### src/inc/irc_pkg.sv
// Package: constants for the interrupt routing and exception control block
package irc_pkg;
  // ****************************************
  // Address map (byte addresses)
  // ****************************************
  localparam int ADDR_W = 14;
  localparam logic [13:0] OFF_IRCT_SRC = 14'h0078;
  localparam logic [13:0] OFF_RTC_SRC = 14'h007c;
  localparam logic [13:0] OFF_NMI_SELECT = 14'h0080;
  localparam logic [13:0] OFF_REQ_VECTOR = 14'h0084;
  localparam logic [13:0] OFF_UNLOCK_PORT = 14'h0100;
  localparam logic [13:0] OFF_CORE_ID = 14'h0d00;
  localparam logic [13:0] OFF_PEND_STATE = 14'h0d04;
  localparam logic [13:0] OFF_KEYED_RESET = 14'h0d0c;
  localparam logic [13:0] OFF_SLEEP_CTRL = 14'h0d10;
  localparam logic [13:0] OFF_HPRI_TWO = 14'h0d1c;
  localparam logic [13:0] OFF_HPRI_THREE = 14'h0d20;
  // ****************************************
  // Field positions
  // ****************************************
  localparam int NMI_EN_BIT = 8;
  localparam int NMI_PICK_W = 5;
  localparam int NMI_SET_BIT = 31;
  localparam int PSV_SET_BIT = 28;
  localparam int PSV_CLR_BIT = 27;
  localparam int TICK_SET_BIT = 26;
  localparam int TICK_CLR_BIT = 25;
  localparam int AFTER_HALT_BIT = 23;
  localparam int ANY_WAIT_BIT = 22;
  localparam int TOP_WAIT_LSB = 12;
  localparam int RESET_REQ_BIT = 2;
  localparam int WIPE_ACT_BIT = 1;
  localparam int KEY_LSB = 16;
  // ****************************************
  // Values
  // ****************************************
  localparam logic [7:0] UNLOCK_B0 = 8'h59;
  localparam logic [7:0] UNLOCK_B1 = 8'h16;
  localparam logic [7:0] UNLOCK_B2 = 8'h88;
  localparam logic [15:0] WRITE_KEY = 16'h05fa;
  localparam logic [31:0] KEYED_RESET_READ = 32'hfa05_0000;
  localparam logic [31:0] SLEEP_CTRL_MASK = 32'h0000_0016;
  localparam logic [31:0] HPRI_TWO_MASK = 32'hc000_0000;
  localparam logic [31:0] HPRI_THREE_MASK = 32'hc0c0_0000;
  localparam logic [5:0] EXC_NMI = 6'h02;
  localparam logic [5:0] EXC_DEFERRED = 6'h0e;
  localparam logic [5:0] EXC_TICK = 6'h0f;
  localparam logic [5:0] EXC_IRQ_BASE = 6'h10;
endpackage : irc_pkg

### src/inc/irc_link_if.sv
// Interface: link between the interrupt controller and the core/peripheral side
`timescale 1ns/1ns
`default_nettype none
interface irc_link_if;
  // Register access
  logic wr;
  logic rd;
  logic [13:0] addr;
  logic [31:0] wdata;
  logic [31:0] rdata;
  logic rvalid;
  // Peripheral lines, asynchronous to clk
  logic [31:0] periph_req;
  // Towards the core
  logic [31:0] core_irq;
  logic core_nmi;
  logic wipe_active;
  logic chip_reset_req;
  // Core status
  logic entry_valid;
  logic [5:0] entry_num;
  logic [5:0] active_num;
  logic halted;

  modport ctrl (
    input wr, rd, addr, wdata, periph_req, entry_valid, entry_num, active_num, halted,
    output rdata, rvalid, core_irq, core_nmi, wipe_active, chip_reset_req
  );
  modport core (
    output wr, rd, addr, wdata, periph_req, entry_valid, entry_num, active_num, halted,
    input rdata, rvalid, core_irq, core_nmi, wipe_active, chip_reset_req
  );
endinterface : irc_link_if
`default_nettype wire

### src/verilog/irc_ctrl.sv
// Interrupt routing and exception control: controller end
`timescale 1ns/1ns
`default_nettype none
module irc_ctrl #(
  parameter logic [7:0] IMPL_CODE = 8'h5a,  // Arbitrary value
  parameter logic [3:0] ARCH_CODE = 4'h3,   // Arbitrary value
  parameter logic [11:0] PART_CODE = 12'h123, // Arbitrary value
  parameter logic [3:0] REV_CODE = 4'h1     // Arbitrary value
) (
  // Clock and reset
  input wire logic clk_i,
  input wire logic srst_i,
  // Link
  irc_link_if.ctrl link
);
  // ****************************************
  // State
  // ****************************************
  typedef enum logic [1:0] {
    UNLOCK_IDLE = 2'b00,
    UNLOCK_FIRST = 2'b01,
    UNLOCK_SECOND = 2'b10
  } irc_unlock_e;

  typedef struct packed {
    irc_unlock_e unlock_step;
    logic unlocked;
    logic nmi_en;
    logic [4:0] nmi_sel;
    logic [31:0] sync1;
    logic [31:0] sync2;
    logic [31:0] force_set;
    logic [31:0] squash;
    logic nmi_line_d;
    logic nmi_pend;
    logic dsv_pend;
    logic tick_pend;
    logic [31:0] sleep_ctrl;
    logic [31:0] hpri_two;
    logic [31:0] hpri_three;
    logic [31:0] rdata;
    logic rvalid;
    logic [31:0] irq;
    logic nmi;
    logic wipe;
    logic rst_req;
  } irc_ctrl_s;

  irc_ctrl_s st;
  irc_ctrl_s next_st;
  logic [31:0] req_vec;
  logic nmi_line;
  logic [5:0] top_num;
  logic any_wait;
  logic [31:0] rd_mux;
  logic key_ok;

  // ****************************************
  // Combinational
  // ****************************************
  always_comb begin
    req_vec = (st.sync2 & ~st.squash) | st.force_set;
    nmi_line = st.nmi_en & req_vec[st.nmi_sel];
    any_wait = (|req_vec) | st.dsv_pend | st.tick_pend;
    // Fixed order: lower exception number wins; handler priorities are not applied
    top_num = 6'h00;
    for (int i = 31; i >= 0; i--) begin
      if (req_vec[i]) begin
        top_num = irc_pkg::EXC_IRQ_BASE + 6'(i);
      end
    end
    if (st.tick_pend) begin
      top_num = irc_pkg::EXC_TICK;
    end
    if (st.dsv_pend) begin
      top_num = irc_pkg::EXC_DEFERRED;
    end
    if (st.nmi_pend) begin
      top_num = irc_pkg::EXC_NMI;
    end
    key_ok = link.wdata[31:irc_pkg::KEY_LSB] == irc_pkg::WRITE_KEY;

    rd_mux = 32'h0000_0000;
    case (link.addr)
      irc_pkg::OFF_IRCT_SRC: rd_mux = {31'h0, req_vec[30]};
      irc_pkg::OFF_RTC_SRC: rd_mux = {31'h0, req_vec[31]};
      irc_pkg::OFF_NMI_SELECT: rd_mux = {23'h0, st.nmi_en, 3'h0, st.nmi_sel};
      irc_pkg::OFF_REQ_VECTOR: rd_mux = req_vec;
      irc_pkg::OFF_UNLOCK_PORT: rd_mux = {31'h0, st.unlocked};
      irc_pkg::OFF_CORE_ID: rd_mux = {IMPL_CODE, 4'h0, ARCH_CODE, PART_CODE, REV_CODE};
      irc_pkg::OFF_PEND_STATE: begin
        rd_mux[irc_pkg::NMI_SET_BIT] = st.nmi_pend;
        rd_mux[irc_pkg::PSV_SET_BIT] = st.dsv_pend;
        rd_mux[irc_pkg::TICK_SET_BIT] = st.tick_pend;
        rd_mux[irc_pkg::AFTER_HALT_BIT] = link.halted & (top_num != 6'h00);
        rd_mux[irc_pkg::ANY_WAIT_BIT] = any_wait;
        rd_mux[irc_pkg::TOP_WAIT_LSB +: 6] = top_num;
        rd_mux[5:0] = link.active_num;
      end
      irc_pkg::OFF_KEYED_RESET: rd_mux = irc_pkg::KEYED_RESET_READ;
      irc_pkg::OFF_SLEEP_CTRL: rd_mux = st.sleep_ctrl;
      irc_pkg::OFF_HPRI_TWO: rd_mux = st.hpri_two;
      irc_pkg::OFF_HPRI_THREE: rd_mux = st.hpri_three;
      default: rd_mux = 32'h0000_0000;
    endcase

    next_st = st;
    next_st.sync1 = link.periph_req;
    next_st.sync2 = st.sync1;
    // A test clear only lasts while the line stays high
    next_st.squash = st.squash & st.sync2;
    next_st.rvalid = link.rd;
    next_st.rdata = link.rd ? rd_mux : 32'h0000_0000;
    next_st.wipe = 1'b0;

    // Clears first, so a same-cycle set wins below
    if (link.entry_valid) begin
      if (link.entry_num == irc_pkg::EXC_NMI) begin
        next_st.nmi_pend = 1'b0;
      end
      if (link.entry_num == irc_pkg::EXC_DEFERRED) begin
        next_st.dsv_pend = 1'b0;
      end
      if (link.entry_num == irc_pkg::EXC_TICK) begin
        next_st.tick_pend = 1'b0;
      end
    end

    if (link.wr) begin
      case (link.addr)
        irc_pkg::OFF_UNLOCK_PORT: begin
          // Any write off the sequence, or any write once open, relocks
          next_st.unlocked = 1'b0;
          next_st.unlock_step = UNLOCK_IDLE;
          case (st.unlock_step)
            UNLOCK_IDLE: begin
              if (link.wdata[7:0] == irc_pkg::UNLOCK_B0) begin
                next_st.unlock_step = UNLOCK_FIRST;
              end
            end
            UNLOCK_FIRST: begin
              if (link.wdata[7:0] == irc_pkg::UNLOCK_B1) begin
                next_st.unlock_step = UNLOCK_SECOND;
              end
            end
            UNLOCK_SECOND: begin
              next_st.unlocked = link.wdata[7:0] == irc_pkg::UNLOCK_B2;
            end
            default: begin
              next_st.unlock_step = UNLOCK_IDLE;
            end
          endcase
        end
        irc_pkg::OFF_NMI_SELECT: begin
          next_st.nmi_sel = link.wdata[irc_pkg::NMI_PICK_W-1:0];
          if (st.unlocked) begin
            next_st.nmi_en = link.wdata[irc_pkg::NMI_EN_BIT];
          end
        end
        irc_pkg::OFF_REQ_VECTOR: begin
          for (int n = 0; n < 32; n++) begin
            if (link.wdata[n]) begin
              if (req_vec[n]) begin
                next_st.force_set[n] = 1'b0;
                next_st.squash[n] = 1'b1;
              end else begin
                next_st.force_set[n] = 1'b1;
                next_st.squash[n] = 1'b0;
              end
            end
          end
        end
        irc_pkg::OFF_PEND_STATE: begin
          if (link.wdata[irc_pkg::PSV_CLR_BIT]) begin
            next_st.dsv_pend = 1'b0;
          end
          if (link.wdata[irc_pkg::TICK_CLR_BIT]) begin
            next_st.tick_pend = 1'b0;
          end
          if (link.wdata[irc_pkg::NMI_SET_BIT]) begin
            next_st.nmi_pend = 1'b1;
          end
          if (link.wdata[irc_pkg::PSV_SET_BIT]) begin
            next_st.dsv_pend = 1'b1;
          end
          if (link.wdata[irc_pkg::TICK_SET_BIT]) begin
            next_st.tick_pend = 1'b1;
          end
        end
        irc_pkg::OFF_KEYED_RESET: begin
          // Keyless writes are dropped whole
          if (key_ok) begin
            if (link.wdata[irc_pkg::RESET_REQ_BIT]) begin
              next_st.rst_req = 1'b1;
            end
            next_st.wipe = link.wdata[irc_pkg::WIPE_ACT_BIT] & link.halted;
          end
        end
        irc_pkg::OFF_SLEEP_CTRL: next_st.sleep_ctrl = link.wdata & irc_pkg::SLEEP_CTRL_MASK;
        irc_pkg::OFF_HPRI_TWO: next_st.hpri_two = link.wdata & irc_pkg::HPRI_TWO_MASK;
        irc_pkg::OFF_HPRI_THREE: next_st.hpri_three = link.wdata & irc_pkg::HPRI_THREE_MASK;
        default: begin
        end
      endcase
    end

    // Rising selected line makes the NMI pending; set beats handler-entry clear
    next_st.nmi_line_d = nmi_line;
    if (nmi_line && !st.nmi_line_d) begin
      next_st.nmi_pend = 1'b1;
    end
    next_st.irq = req_vec;
    next_st.nmi = nmi_line;
  end

  // ****************************************
  // Registers
  // ****************************************
  always_ff @(posedge clk_i) begin
    if (srst_i) begin
      st <= '0;
    end else begin
      st <= next_st;
    end
  end

  assign link.rdata = st.rdata;
  assign link.rvalid = st.rvalid;
  assign link.core_irq = st.irq;
  assign link.core_nmi = st.nmi;
  assign link.wipe_active = st.wipe;
  assign link.chip_reset_req = st.rst_req;
endmodule : irc_ctrl
`default_nettype wire

### src/flat_wrapper.sv
// flat-port wrapper written by rule: the top's interface ports become plain ports
module irc_ctrl_flat 
#(
  parameter logic [7:0] IMPL_CODE = 8'h5a,                    
  parameter logic [3:0] ARCH_CODE = 4'h3,                     
  parameter logic [11:0] PART_CODE = 12'h123,                   
  parameter logic [3:0] REV_CODE = 4'h1                       
)
  (clk_i, srst_i, link_wr, link_rd, link_addr, link_wdata, link_periph_req, link_entry_valid, link_entry_num, link_active_num, link_halted, link_rdata, link_rvalid, link_core_irq, link_core_nmi, link_wipe_active, link_chip_reset_req);
  irc_link_if link_i ();
  input wire logic clk_i;
  input wire logic srst_i;
  input wire logic [$bits(link_i.wr)-1:0] link_wr;
  input wire logic [$bits(link_i.rd)-1:0] link_rd;
  input wire logic [$bits(link_i.addr)-1:0] link_addr;
  input wire logic [$bits(link_i.wdata)-1:0] link_wdata;
  input wire logic [$bits(link_i.periph_req)-1:0] link_periph_req;
  input wire logic [$bits(link_i.entry_valid)-1:0] link_entry_valid;
  input wire logic [$bits(link_i.entry_num)-1:0] link_entry_num;
  input wire logic [$bits(link_i.active_num)-1:0] link_active_num;
  input wire logic [$bits(link_i.halted)-1:0] link_halted;
  output wire logic [$bits(link_i.rdata)-1:0] link_rdata;
  output wire logic [$bits(link_i.rvalid)-1:0] link_rvalid;
  output wire logic [$bits(link_i.core_irq)-1:0] link_core_irq;
  output wire logic [$bits(link_i.core_nmi)-1:0] link_core_nmi;
  output wire logic [$bits(link_i.wipe_active)-1:0] link_wipe_active;
  output wire logic [$bits(link_i.chip_reset_req)-1:0] link_chip_reset_req;
  assign link_i.wr = link_wr;
  assign link_i.rd = link_rd;
  assign link_i.addr = link_addr;
  assign link_i.wdata = link_wdata;
  assign link_i.periph_req = link_periph_req;
  assign link_i.entry_valid = link_entry_valid;
  assign link_i.entry_num = link_entry_num;
  assign link_i.active_num = link_active_num;
  assign link_i.halted = link_halted;
  assign link_rdata = link_i.rdata;
  assign link_rvalid = link_i.rvalid;
  assign link_core_irq = link_i.core_irq;
  assign link_core_nmi = link_i.core_nmi;
  assign link_wipe_active = link_i.wipe_active;
  assign link_chip_reset_req = link_i.chip_reset_req;
  irc_ctrl #(.IMPL_CODE(IMPL_CODE), .ARCH_CODE(ARCH_CODE), .PART_CODE(PART_CODE), .REV_CODE(REV_CODE)) u_core (.clk_i(clk_i), .srst_i(srst_i), .link(link_i));
endmodule
### config.mk
export PLATFORM = sky130hd
export DESIGN_NAME = irc_ctrl_flat
export DESIGN_NICKNAME = d
export VERILOG_FILES = /design/src/inc/irc_pkg.sv /design/src/inc/irc_link_if.sv /design/src/verilog/irc_ctrl.sv /design/src/flat_wrapper.sv
export SDC_FILE = /design/constraint.sdc
export NUM_CORES = 1
export LEC_CHECK = 0
export ABC_CLOCK_PERIOD_IN_PS = 2900
export BUFFER_PORTS_ARGS = -buffer_cell sky130_fd_sc_hd__clkbuf_2
export CAP_MARGIN = 40
export CORE_MARGIN = 3
export CORE_UTILIZATION = 30
export CTS_CLUSTER_DIAMETER = 80
export DETAILED_ROUTE_END_ITERATION = 6
export HOLD_SLACK_MARGIN = 0.08
export PLACE_DENSITY = 0.49
export SYNTH_ARGS = -nofsm -noshare
export SYNTH_HDL_FRONTEND = slang
export SYNTH_SLANG_ARGS = --single-unit
### constraint.sdc
create_clock -name clk_i -period 2.9 [get_ports clk_i]
set_input_delay 0 -clock clk_i [delete_from_list [all_inputs] [get_ports clk_i]]
set_output_delay 0 -clock clk_i [all_outputs]
set_load 0.005 [all_outputs]
==> impl_metrics.ini, run 1 <==
[final_layout]
n_antenna_cell = 0
area_growth_pct = 29.77
drive_above_1_share_pct = 20.32
design_area_mm2 = 0.01185
nFillCells = 3038
num-nets-final = 1343

[yosys]
ys_warn_count = 0
synth_commonest_cells = dfxtp_1 (217), nor2_1 (122), nand2_1 (110), a21oi_1 (92), nor2b_1 (75)
synth_top_area_share_pct = 47.59
synthMuxAreaShare_pct = 2.097
synth_compound_area_share_pct = 14.62
synth_top_family_by_area = simple AND/OR/NAND/NOR gates
synthAdderAreaFrac_pct = 0
synth-seq-cells = 217
synthCells = 1036
yosysMostFrequentCell = dfxtp_1
ys_types = 74
syn-cell-area_mm2 = 0.009129
synth_area_leaders = dfxtp_1 (48%), buf_4 (5.3%), nor2b_1 (5.1%), a21oi_1 (5.0%), nor2_1 (5.0%)
yosysTopAreaCell = dfxtp_1
synth-xor-area-share_pct = 1.919
synth-main-ff-cell = dfxtp_1
async_reset_ff_share_pct = 0
synth_nets = 1132
synth_edf_count = 0
yosysSeqAreaShare_pct = 47.59
syn_area_per_cell_um2 = 8.812
synth-simple-area-share_pct = 25.21

[grt]
grt_pass1_vias = 7752
grt_use_total_pct = 16.31
grt_pass1_wl_um = 43370
grt.overflow.total = 0
grt_max_degree = 182
antenna_found_initial = 0

[sta]
rsz0062_at_grt = no
fin_crit_ns = 2.745
setup_tns_ns = 0
hold_viol = 0
timing.final.crit_share_pct = 94.67
setup_violations = 0
tightest_slew_ns = 1.082
fmaxAchievable_ghz = 0.3643
slew_headroom_pct = 27.89
fin_skew_ns = 0.03082
drv_slew = 0

[clocking]
cts_sinks = 217
htreeDepth = 1
cts_made_buffers = 25
clock_latency_ns = 0.52
clkTransAtPathRegs_ns = 0.06
cts_root_buf = clkbuf_16
clockBufferDepth = 3
cts_tree = built
post_cts_buffers = 0

[drt]
firstDrtPassIters = 6
route.detailed.drc = 0
finalWirelength_um = 27440
drt_iter0_drc = 700
drtAntennaViolNets = 0
dr_total_vias = 8049
wl_per_cell_um = 16.58
vias_per_cell = 4.863

[placement]
place.detailed.hpwl_um = 19480
place.gp.congestion = 0.7985
place_area_mm2 = 0.009981
port-buffer-count = 163

[worst_hold_path]
hp-class = primary input to flip-flop

[die]
die_width_um = 180.4
ios = 164
rows = 63
die_h_um = 180.4
start_util_pct = 30.64
core_mm2 = 0.02980
dieArea_mm2 = 0.03256

[run_status]
status = completed

[worst_setup_path]
cp.arrival_ns = 3.16
endpoint_kind = flip-flop
max_stage_delay_ns = 0.59
crit_fanout = 8
path_buf_inv = 4
required_ns = 3.31
worstPathCellList = dlygate4sd3_1 > clkbuf_2 > nor3_2 > dlygate4sd3_1 > nand4b_4 > or2_1 > nand2_1 > o41ai_4 > a31oi_1 > dlygate4sd3_1
worst_path_max_delay_cell = dlygate4sd3_1
critical-path-top-delay-family = buffers and inverters
cpMostUsedCell = dlygate4sd3_1
critPathKind = primary input to flip-flop
startpoint_type = primary input

[power_and_ir_drop]
vdd_ir_drop_max_v = 0.0003774
p_leak_nw = 4.605
power_density_mw_per_mm2 = 569.5

[job]
maxCapViolCount = 0
-- cells by family after synthesis --
family | count (synthesis)
compound gates | 202
xor+xnor | 20
buf+inv | 135
simple gates | 453
flops | 217
mux | 9
-- worst register-to-register path, cell delays in order (launching register included) --
cell and delay, ns:
dfxtp_1 0.31, nor2b_1 0.14, a2111oi_2 0.75, nand2_4 0.09, nor4_4 0.35, nand2_1 0.09
o211ai_1 0.16, a21oi_1 0.08, dlygate4sd3_1 0.55
-- timing repair --
action | CTS | global route
resized for setup | 0 | 1
endpoints found under the hold margin | 136 | 0
hold buffers | 102 | 0
endpoints found under the setup margin | 0 | 1
-- state kept, by name, indices dropped and copies added, names as in the netlist --
| name | cells |
|---|---|
| u_core.link.wipe_active | 1 |
| u_core.link.rdata | 32 |
| u_core.link.core_irq | 32 |
| u_core.link.rvalid | 1 |
| u_core.link.chip_reset_req | 1 |
| u_core.st | 118 |
| u_core.next_st | 32 |
-- cell type report --
| type | instances | area [µm²] | share of cell area (%) |
|---|---|---|---|
| Timing Repair Buffer | 289 | 2048 | 17.29 |
| Inverter | 30 | 112.6 | 0.9506 |
| Clock buffer | 38 | 744.5 | 6.284 |
| Multi-Input combinational cell | 684 | 4020 | 33.94 |
| Sequential cell | 217 | 4344 | 36.67 |
| Tap cell | 390 | 488.0 | 4.119 |
| Clock inverter | 7 | 88.84 | 0.7499 |
-- worst paths after layout --
path / from / to / slack [ns] / depth (start not counted)
setup / recovery: link_addr[12] / u_core.link.rdata[4]$_SDFF_PP0_ / 0.15 / 10
hold / removal: link_addr[4] / u_core.st[130]$_SDFFE_PP0P_ / 0.13 / 5
setup reg to reg: u_core.st[253]$_SDFF_PP0_ / u_core.link.rdata[23]$_SDFF_PP0_ / 0.30 / 8
hold reg to reg: u_core.next_st[257]$_SDFF_PP0_ / u_core.st[257]$_SDFF_PP0_ / 0.42 / 1
-- metrics by stage --
stage	worst slack [ns]	power, mW	util, %	cells	hold slack, ns
2_1_floorplan	0.8946	3.347	-	1036	0.1255
3_3_place_gp	0.6878	3.538	33.50	1508	0.2090
3_5_place_dp	0.6671	3.537	33.50	1508	0.2134
4_1_cts	0.08945	6.843	39.72	1655	0.08591
5_1_grt	0.05350	7.012	39.76	1655	0.1526
6_report	0.1546	6.746	39.76	1655	0.1289
-- placed cells by master, fill, tap and decap left out, types with 19 or more instances in the layout --
cell | netlist | final
a21oi_1 | 92 | 92
a32oi_1 | 19 | 19
buf_4 | 64 | 22
clkbuf_16 | 0 | 25
clkbuf_2 | 0 | 162
dfxtp_1 | 217 | 217
dlygate4sd3_1 | 0 | 102
inv_1 | 29 | 29
nand2_1 | 110 | 110
nand3_1 | 67 | 67
nor2_1 | 122 | 122
nor2b_1 | 75 | 75
xnor2_1 | 20 | 20
-- routing by layer --
metal | global-route usage [%] | up-vias | wire (µm)
li1 | - | 3980 | -
met1 | 24.46 | 3780 | 13600
met2 | 24.58 | 260 | 11710
met3 | 2.705 | 29 | 1642
met4 | 3.592 | 0 | 494
met5 | 0 | - | 0
-- report_power, final --
part | switching, mW | total, mW | internal, mW | leakage, nW
Sequential | 0.0200 | 3.06 | 3.04 | 1.76
Combinational | 0.269 | 0.511 | 0.243 | 2.43
Clock | 1.24 | 3.18 | 1.94 | 0.414
Total | 1.53 | 6.75 | 5.22 | 4.61
No activity file was read; power rests on OpenSTA's default activity.
==> run 2: changes to the inputs <==
- ABC_AREA: unset -> 1
==> impl_metrics.ini, run 2 <==
[yosys]
synth_edf_count = 0
async_reset_ff_share_pct = 0
syn-cell-area_mm2 = 0.009407
synth-seq-cells = 217
synth_commonest_cells = nor2_1 (218), dfxtp_1 (217), inv_1 (217), nand2_1 (111), a21oi_1 (78)
synth_nets = 1326
synth-main-ff-cell = dfxtp_1
syn_area_per_cell_um2 = 7.648
synth_area_leaders = dfxtp_1 (46%), nor2_1 (8.7%), inv_1 (8.7%), buf_4 (5.1%), nand2_1 (4.4%)
ys_types = 39
synthCells = 1230
synth_top_area_share_pct = 46.18
yosysTopAreaCell = dfxtp_1
yosysSeqAreaShare_pct = 46.18
yosysMostFrequentCell = nor2_1
ys_warn_count = 0

[drt]
route.detailed.drc = 0
wl_per_cell_um = 15.94
finalWirelength_um = 29550
vias_per_cell = 4.571
drtAntennaViolNets = 0
dr_total_vias = 8474
firstDrtPassIters = 6
drt_iter0_drc = 465

[clocking]
cts_made_buffers = 25
clock_latency_ns = 0.52
cts_sinks = 217
cts_root_buf = clkbuf_16
clkTransAtPathRegs_ns = 0.06
htreeDepth = 1
ctsResizeCount = 0
cts_tree = built
clockBufferDepth = 3

[placement]
place.gp.congestion = 0.8897
dp.cells = 1712
place.detailed.hpwl_um = 21700
place_area_mm2 = 0.01031
pre_cts_slack_ns = 0.3185
port-buffer-count = 163

[worst_setup_path]
critPathKind = flip-flop to flip-flop
startpoint_type = flip-flop
worstPathCellList = inv_1 > a31oi_1 > dlygate4sd3_1 > o21ai_0 > dlygate4sd3_1 > a21oi_1 > dlygate4sd3_1
reg2reg_from = u_core.st[164]$_SDFF_PP0_
worst_path_max_delay_cell = dlygate4sd3_1
max_stage_delay_ns = 0.58
cp.arrival_ns = 3.06
startpoint = u_core.st[164]$_SDFF_PP0_
cpMostUsedCell = dlygate4sd3_1
required_ns = 3.35
crit_fanout = 3
endpoint_kind = flip-flop

[power_and_ir_drop]
vdd_ir_drop_max_v = 0.0003509
p_leak_nw = 5.360
finalPower_mw = 6.656
power_density_mw_per_mm2 = 551.1

[sta]
rsz0062_at_grt = no
fin_skew_ns = 0.007240
hold_viol = 0
setup_slack_ns = 0.2924
setup_tns_ns = 0
slew_headroom_pct = 43.03
fin_crit_ns = 2.608
setup_violations = 0
timing.final.crit_share_pct = 89.92
hold_ws_ns = 0.09992
tightest_slew_ns = 0.8545
fmaxAchievable_ghz = 0.3835
drv_slew = 0

[grt]
grt_pass1_wl_um = 45800
antenna_found_initial = 2
grt_pass1_vias = 8301
grt.overflow.total = 0
grt_max_degree = 173
grt_use_total_pct = 17.24

[final_layout]
final_cell_mix = nor2_1 (218), inv_1 (217), dfxtp_1 (217)
utilization_pct = 39.28
largest_reg_flops = 118
design_area_mm2 = 0.01208
drive_above_1_share_pct = 19.57
num-nets-final = 1536
mostFrequentLayoutCell = nor2_1
finalNonFillerCells = 1854
nFillCells = 3231
area_growth_pct = 28.40
top_register = u_core.st

[die]
die_h_um = 183.1
ios = 164
core_mm2 = 0.03075
die_width_um = 183.1
dieArea_mm2 = 0.03352
rows = 64
start_util_pct = 30.59

[worst_hold_path]
hp-class = primary input to flip-flop
hold_start = link_addr[6]

[run_status]
status = completed

[job]
maxCapViolCount = 0
## run 2: changes by cell type in the layout (fill, tap and decap cells not counted), moves of 14 or more
cell | previous run | this run
nor2_1 | 122 | 218
a211oi_1 | 3 | 20
a21oi_1 | 92 | 78
o21a_1 | 1 | 26
xnor2_1 | 20 | 0
a21oi_4 | 0 | 25
nor3_1 | 6 | 49
nor2b_1 | 75 | 0
a32oi_1 | 19 | 0
inv_2 | 1 | 23
nand3_1 | 67 | 31
o211ai_1 | 7 | 27
inv_1 | 29 | 217
## run 2: final timing paths
| path | end | cells past startpoint | slack (ns) |
|---|---|---|---|
| worst max-delay path | u_core.st[164]$_SDFF_PP0_ | 7 | 0.29 |
| worst min register to register | u_core.st[237]$_SDFF_PP0_ | 2 | 0.40 |
| worst max register to register | u_core.st[164]$_SDFF_PP0_ | 7 | 0.29 |
| worst min-delay path | u_core.link.rdata[31]$_SDFF_PP0_ | 8 | 0.1 |
## run 2: cell families (layout without fill, tap and decap cells)
group | after synthesis | in the layout | share of synthesized area [%]
DFF | 217 | 217 | 46.18
other | 0 | 2 | 0
AOI/OAI and AO/OA | 239 | 239 | 18.68
and+or+nand+nor | 428 | 428 | 18.70
buffers and inverters | 346 | 572 | 16.44
## run 2: area by class of cell
class	count	area (µm²)	share of cell area, %
flip-flops and latches	217	4344	35.97
diodes	2	5.005	0.04144
repair buffers	286	2008	16.63
clock buffers	36	726.9	6.019
well taps	396	495.5	4.102
multi-input cells	667	3516	29.11
clock inverters	7	70.07	0.5801
inverters	243	912.1	7.552
## run 2: timing repair
item / in CTS / in global routing
endpoints found under the setup margin: 0 / 1
hold buffers: 95 / 0
setup buffers: 0 / 2
hold endpoints to repair: 139 / 0
## run 2: power breakdown
| part | total (mW) | internal (mW) | switching [mW] |
|---|---|---|---|
| Combinational | 0.531 | 0.230 | 0.301 |
| Clock | 3.06 | 1.82 | 1.24 |
| Sequential | 3.06 | 3.04 | 0.0277 |
## run 2: critical path: cells and delay by family, from the launching register on
| family | cells | cell delay, ns |
|---|---|---|
| AOI/OAI and AO/OA | 3 | 0.37 |
| buffers and inverters | 4 | 1.81 |
| DFF | 1 | 0.37 |
## run 2: routing by layer
layer  track usage [%]  share of wire (%)
met5                 0                  0
met4             5.606                2.6
met3             3.689                7.2
met2             27.42                 44
met1             23.44                 46
==> run 3: changes to the inputs <==
- CORE_UTILIZATION: 30 -> 40
- PLACE_DENSITY: 0.49 -> 0.61
==> impl_metrics.ini, run 3 (synthesized netlist as in run 2, its figures left out) <==
[run_status]
status = completed

[final_layout]
mostFrequentLayoutCell = nor2_1
area_growth_pct = 30.58
largest_reg_flops = 118
design_area_mm2 = 0.01228
final_cell_mix = nor2_1 (218), inv_1 (217), dfxtp_1 (217)
drive_above_1_share_pct = 19.43
top_register = u_core.st
num-nets-final = 1555

[placement]
place.detailed.hpwl_um = 19530
place_area_mm2 = 0.01020
place.gp.congestion = 0.9300
pre_cts_slack_ns = 0.3598
port-buffer-count = 163

[worst_setup_path]
startpoint_type = primary input
cp.arrival_ns = 3.07
crit_fanout = 11
endpoint_kind = flip-flop
worst_path_max_delay_cell = dlygate4sd3_1
critical-path-top-delay-family = buffers and inverters
reg2reg_depth = 11
critPathKind = primary input to flip-flop
max_stage_delay_ns = 0.59
cp.depth = 12
path_buf_inv = 6
required_ns = 3.30
worstPathCellList = dlygate4sd3_1 > clkbuf_2 > nor2_1 > and3_1 > inv_2 > nor3_1 > inv_2 > nor2_1 > inv_1 > o21ai_0 > a21oi_1 > dlygate4sd3_1

[grt]
grt_max_degree = 128
grt_pass1_wl_um = 43770
antenna_found_initial = 1
grt_use_total_pct = 21.12
grt.overflow.total = 0
grt_pass1_vias = 8202

[sta]
timing.final.crit_share_pct = 91.99
setup_violations = 0
setup_tns_ns = 0
hold_ws_ns = 0.1244
rsz0062_at_grt = no
setup_slack_ns = 0.2322
fmaxAchievable_ghz = 0.3748
fin_skew_ns = 0.008160
hold_viol = 0
slew_headroom_pct = 60.34
tightest_slew_ns = 0.5904
fin_crit_ns = 2.668
drv_slew = 0

[clocking]
htreeDepth = 1
clkTransAtPathRegs_ns = 0.06
clockBufferDepth = 3
cts_sinks = 217
cts_tree = built
cts_root_buf = clkbuf_16
cts_made_buffers = 25
clock_latency_ns = 0.52
ctsResizeCount = 0

[power_and_ir_drop]
combPwrFrac_pct = 7.6
pwr-share-seq_pct = 43.5
internal_power_mw = 5.456
p_clk_share_pct = 48.9
p_leak_nw = 5.557
power_density_mw_per_mm2 = 572.5
p_switching_mw = 1.576
finalPower_mw = 7.032
vdd_ir_drop_max_v = 0.0004336
p_sw_share_pct = 22.41

[die]
dieArea_mm2 = 0.02539
start_util_pct = 41.17
rows = 55
ios = 164
core_mm2 = 0.02285
die_h_um = 159.4
die_width_um = 159.4

[drt]
finalWirelength_um = 27420
wl_per_cell_um = 15.31
drt_iter0_drc = 564
dr_total_vias = 8651
vias_per_cell = 4.830
route.detailed.drc = 0
firstDrtPassIters = 7
drtAntennaViolNets = 0

[worst_hold_path]
hold_depth = 10
hp-class = primary input to flip-flop

[job]
maxCapViolCount = 0
==> run 3: changes by cell type in the layout (fill, tap and decap cells not counted) <==
cell,before,now
clkinv_2,2,3
bufinv_16,1,5
inv_8,0,1
clkbuf_1,5,3
clkinv_4,0,1
diode_2,2,1
clkinvlp_4,4,0
inv_6,0,1
dlygate4sd3_1,95,116
buf_4,26,24
==> run 3: area by class of cell <==
cell class,count,area [µm²]
Clock buffer,34,719.4
Inverter,243,912.1
Multi-Input combinational cell,667,3516
Sequential cell,217,4344
Fill cell,2213,10560
Timing Repair Buffer,305,2203
Antenna cell,1,2.502
Clock inverter,11,193.9
Tap cell,313,391.6
==> run 3: per-stage QoR <==
stage | util [%] | instances
after global routing | 53.76 | 1791
final | 53.76 | 1791
after CTS | 53.72 | 1789
after detailed placement | 44.64 | 1628
after global placement | 44.55 | 1627
after floorplan | - | 1230
==> run 3: worst paths after layout <==
check / start / to / slack (ns)
max reg2reg: u_core.st[296]$_SDFFE_PP0P_ / u_core.st[166]$_SDFF_PP0_ / 0.23
max: link_addr[10] / u_core.st[301]$_SDFFE_PP0P_ / 0.23
min reg2reg: u_core.next_st[239]$_SDFF_PP0_ / u_core.st[239]$_SDFF_PP0_ / 0.40
min: link_addr[1] / u_core.link.rdata[8]$_SDFF_PP0_ / 0.12
==> run 3: metal layers <==
metal / GRT usage [%] / wire (µm)
met5: 0 / 0
met3: 4.162 / 1962
met4: 6.645 / 678
met2: 33.29 / 12230
met1: 29.27 / 12550
==> run 3: worst min-delay path: stages <==
cell and delay (ns):
clkbuf_2 0.08, nor2_1 0.05, inv_2 0.05, nor2_1 0.03, inv_1 0.06, nor2_1 0.05
inv_2 0.06, nor3_1 0.08, nand2_1 0.07, a21oi_1 0.05
==> run 3: repair_timing <==
action,4_1_cts,5_1_grt
setup endpoints to repair,0,1
hold endpoints to repair,156,0
setup buffers,0,1
hold buffers,116,0
==> run 3: power groups by stage <==
stage	sequential, mW	combinational (mW)	clock, mW
after floorplan	3.12	0.254	0
after global placement	3.13	0.425	0
after detailed placement	3.13	0.426	0
after CTS	3.06	0.525	3.52
after global routing	3.07	0.589	3.64
final	3.06	0.533	3.44
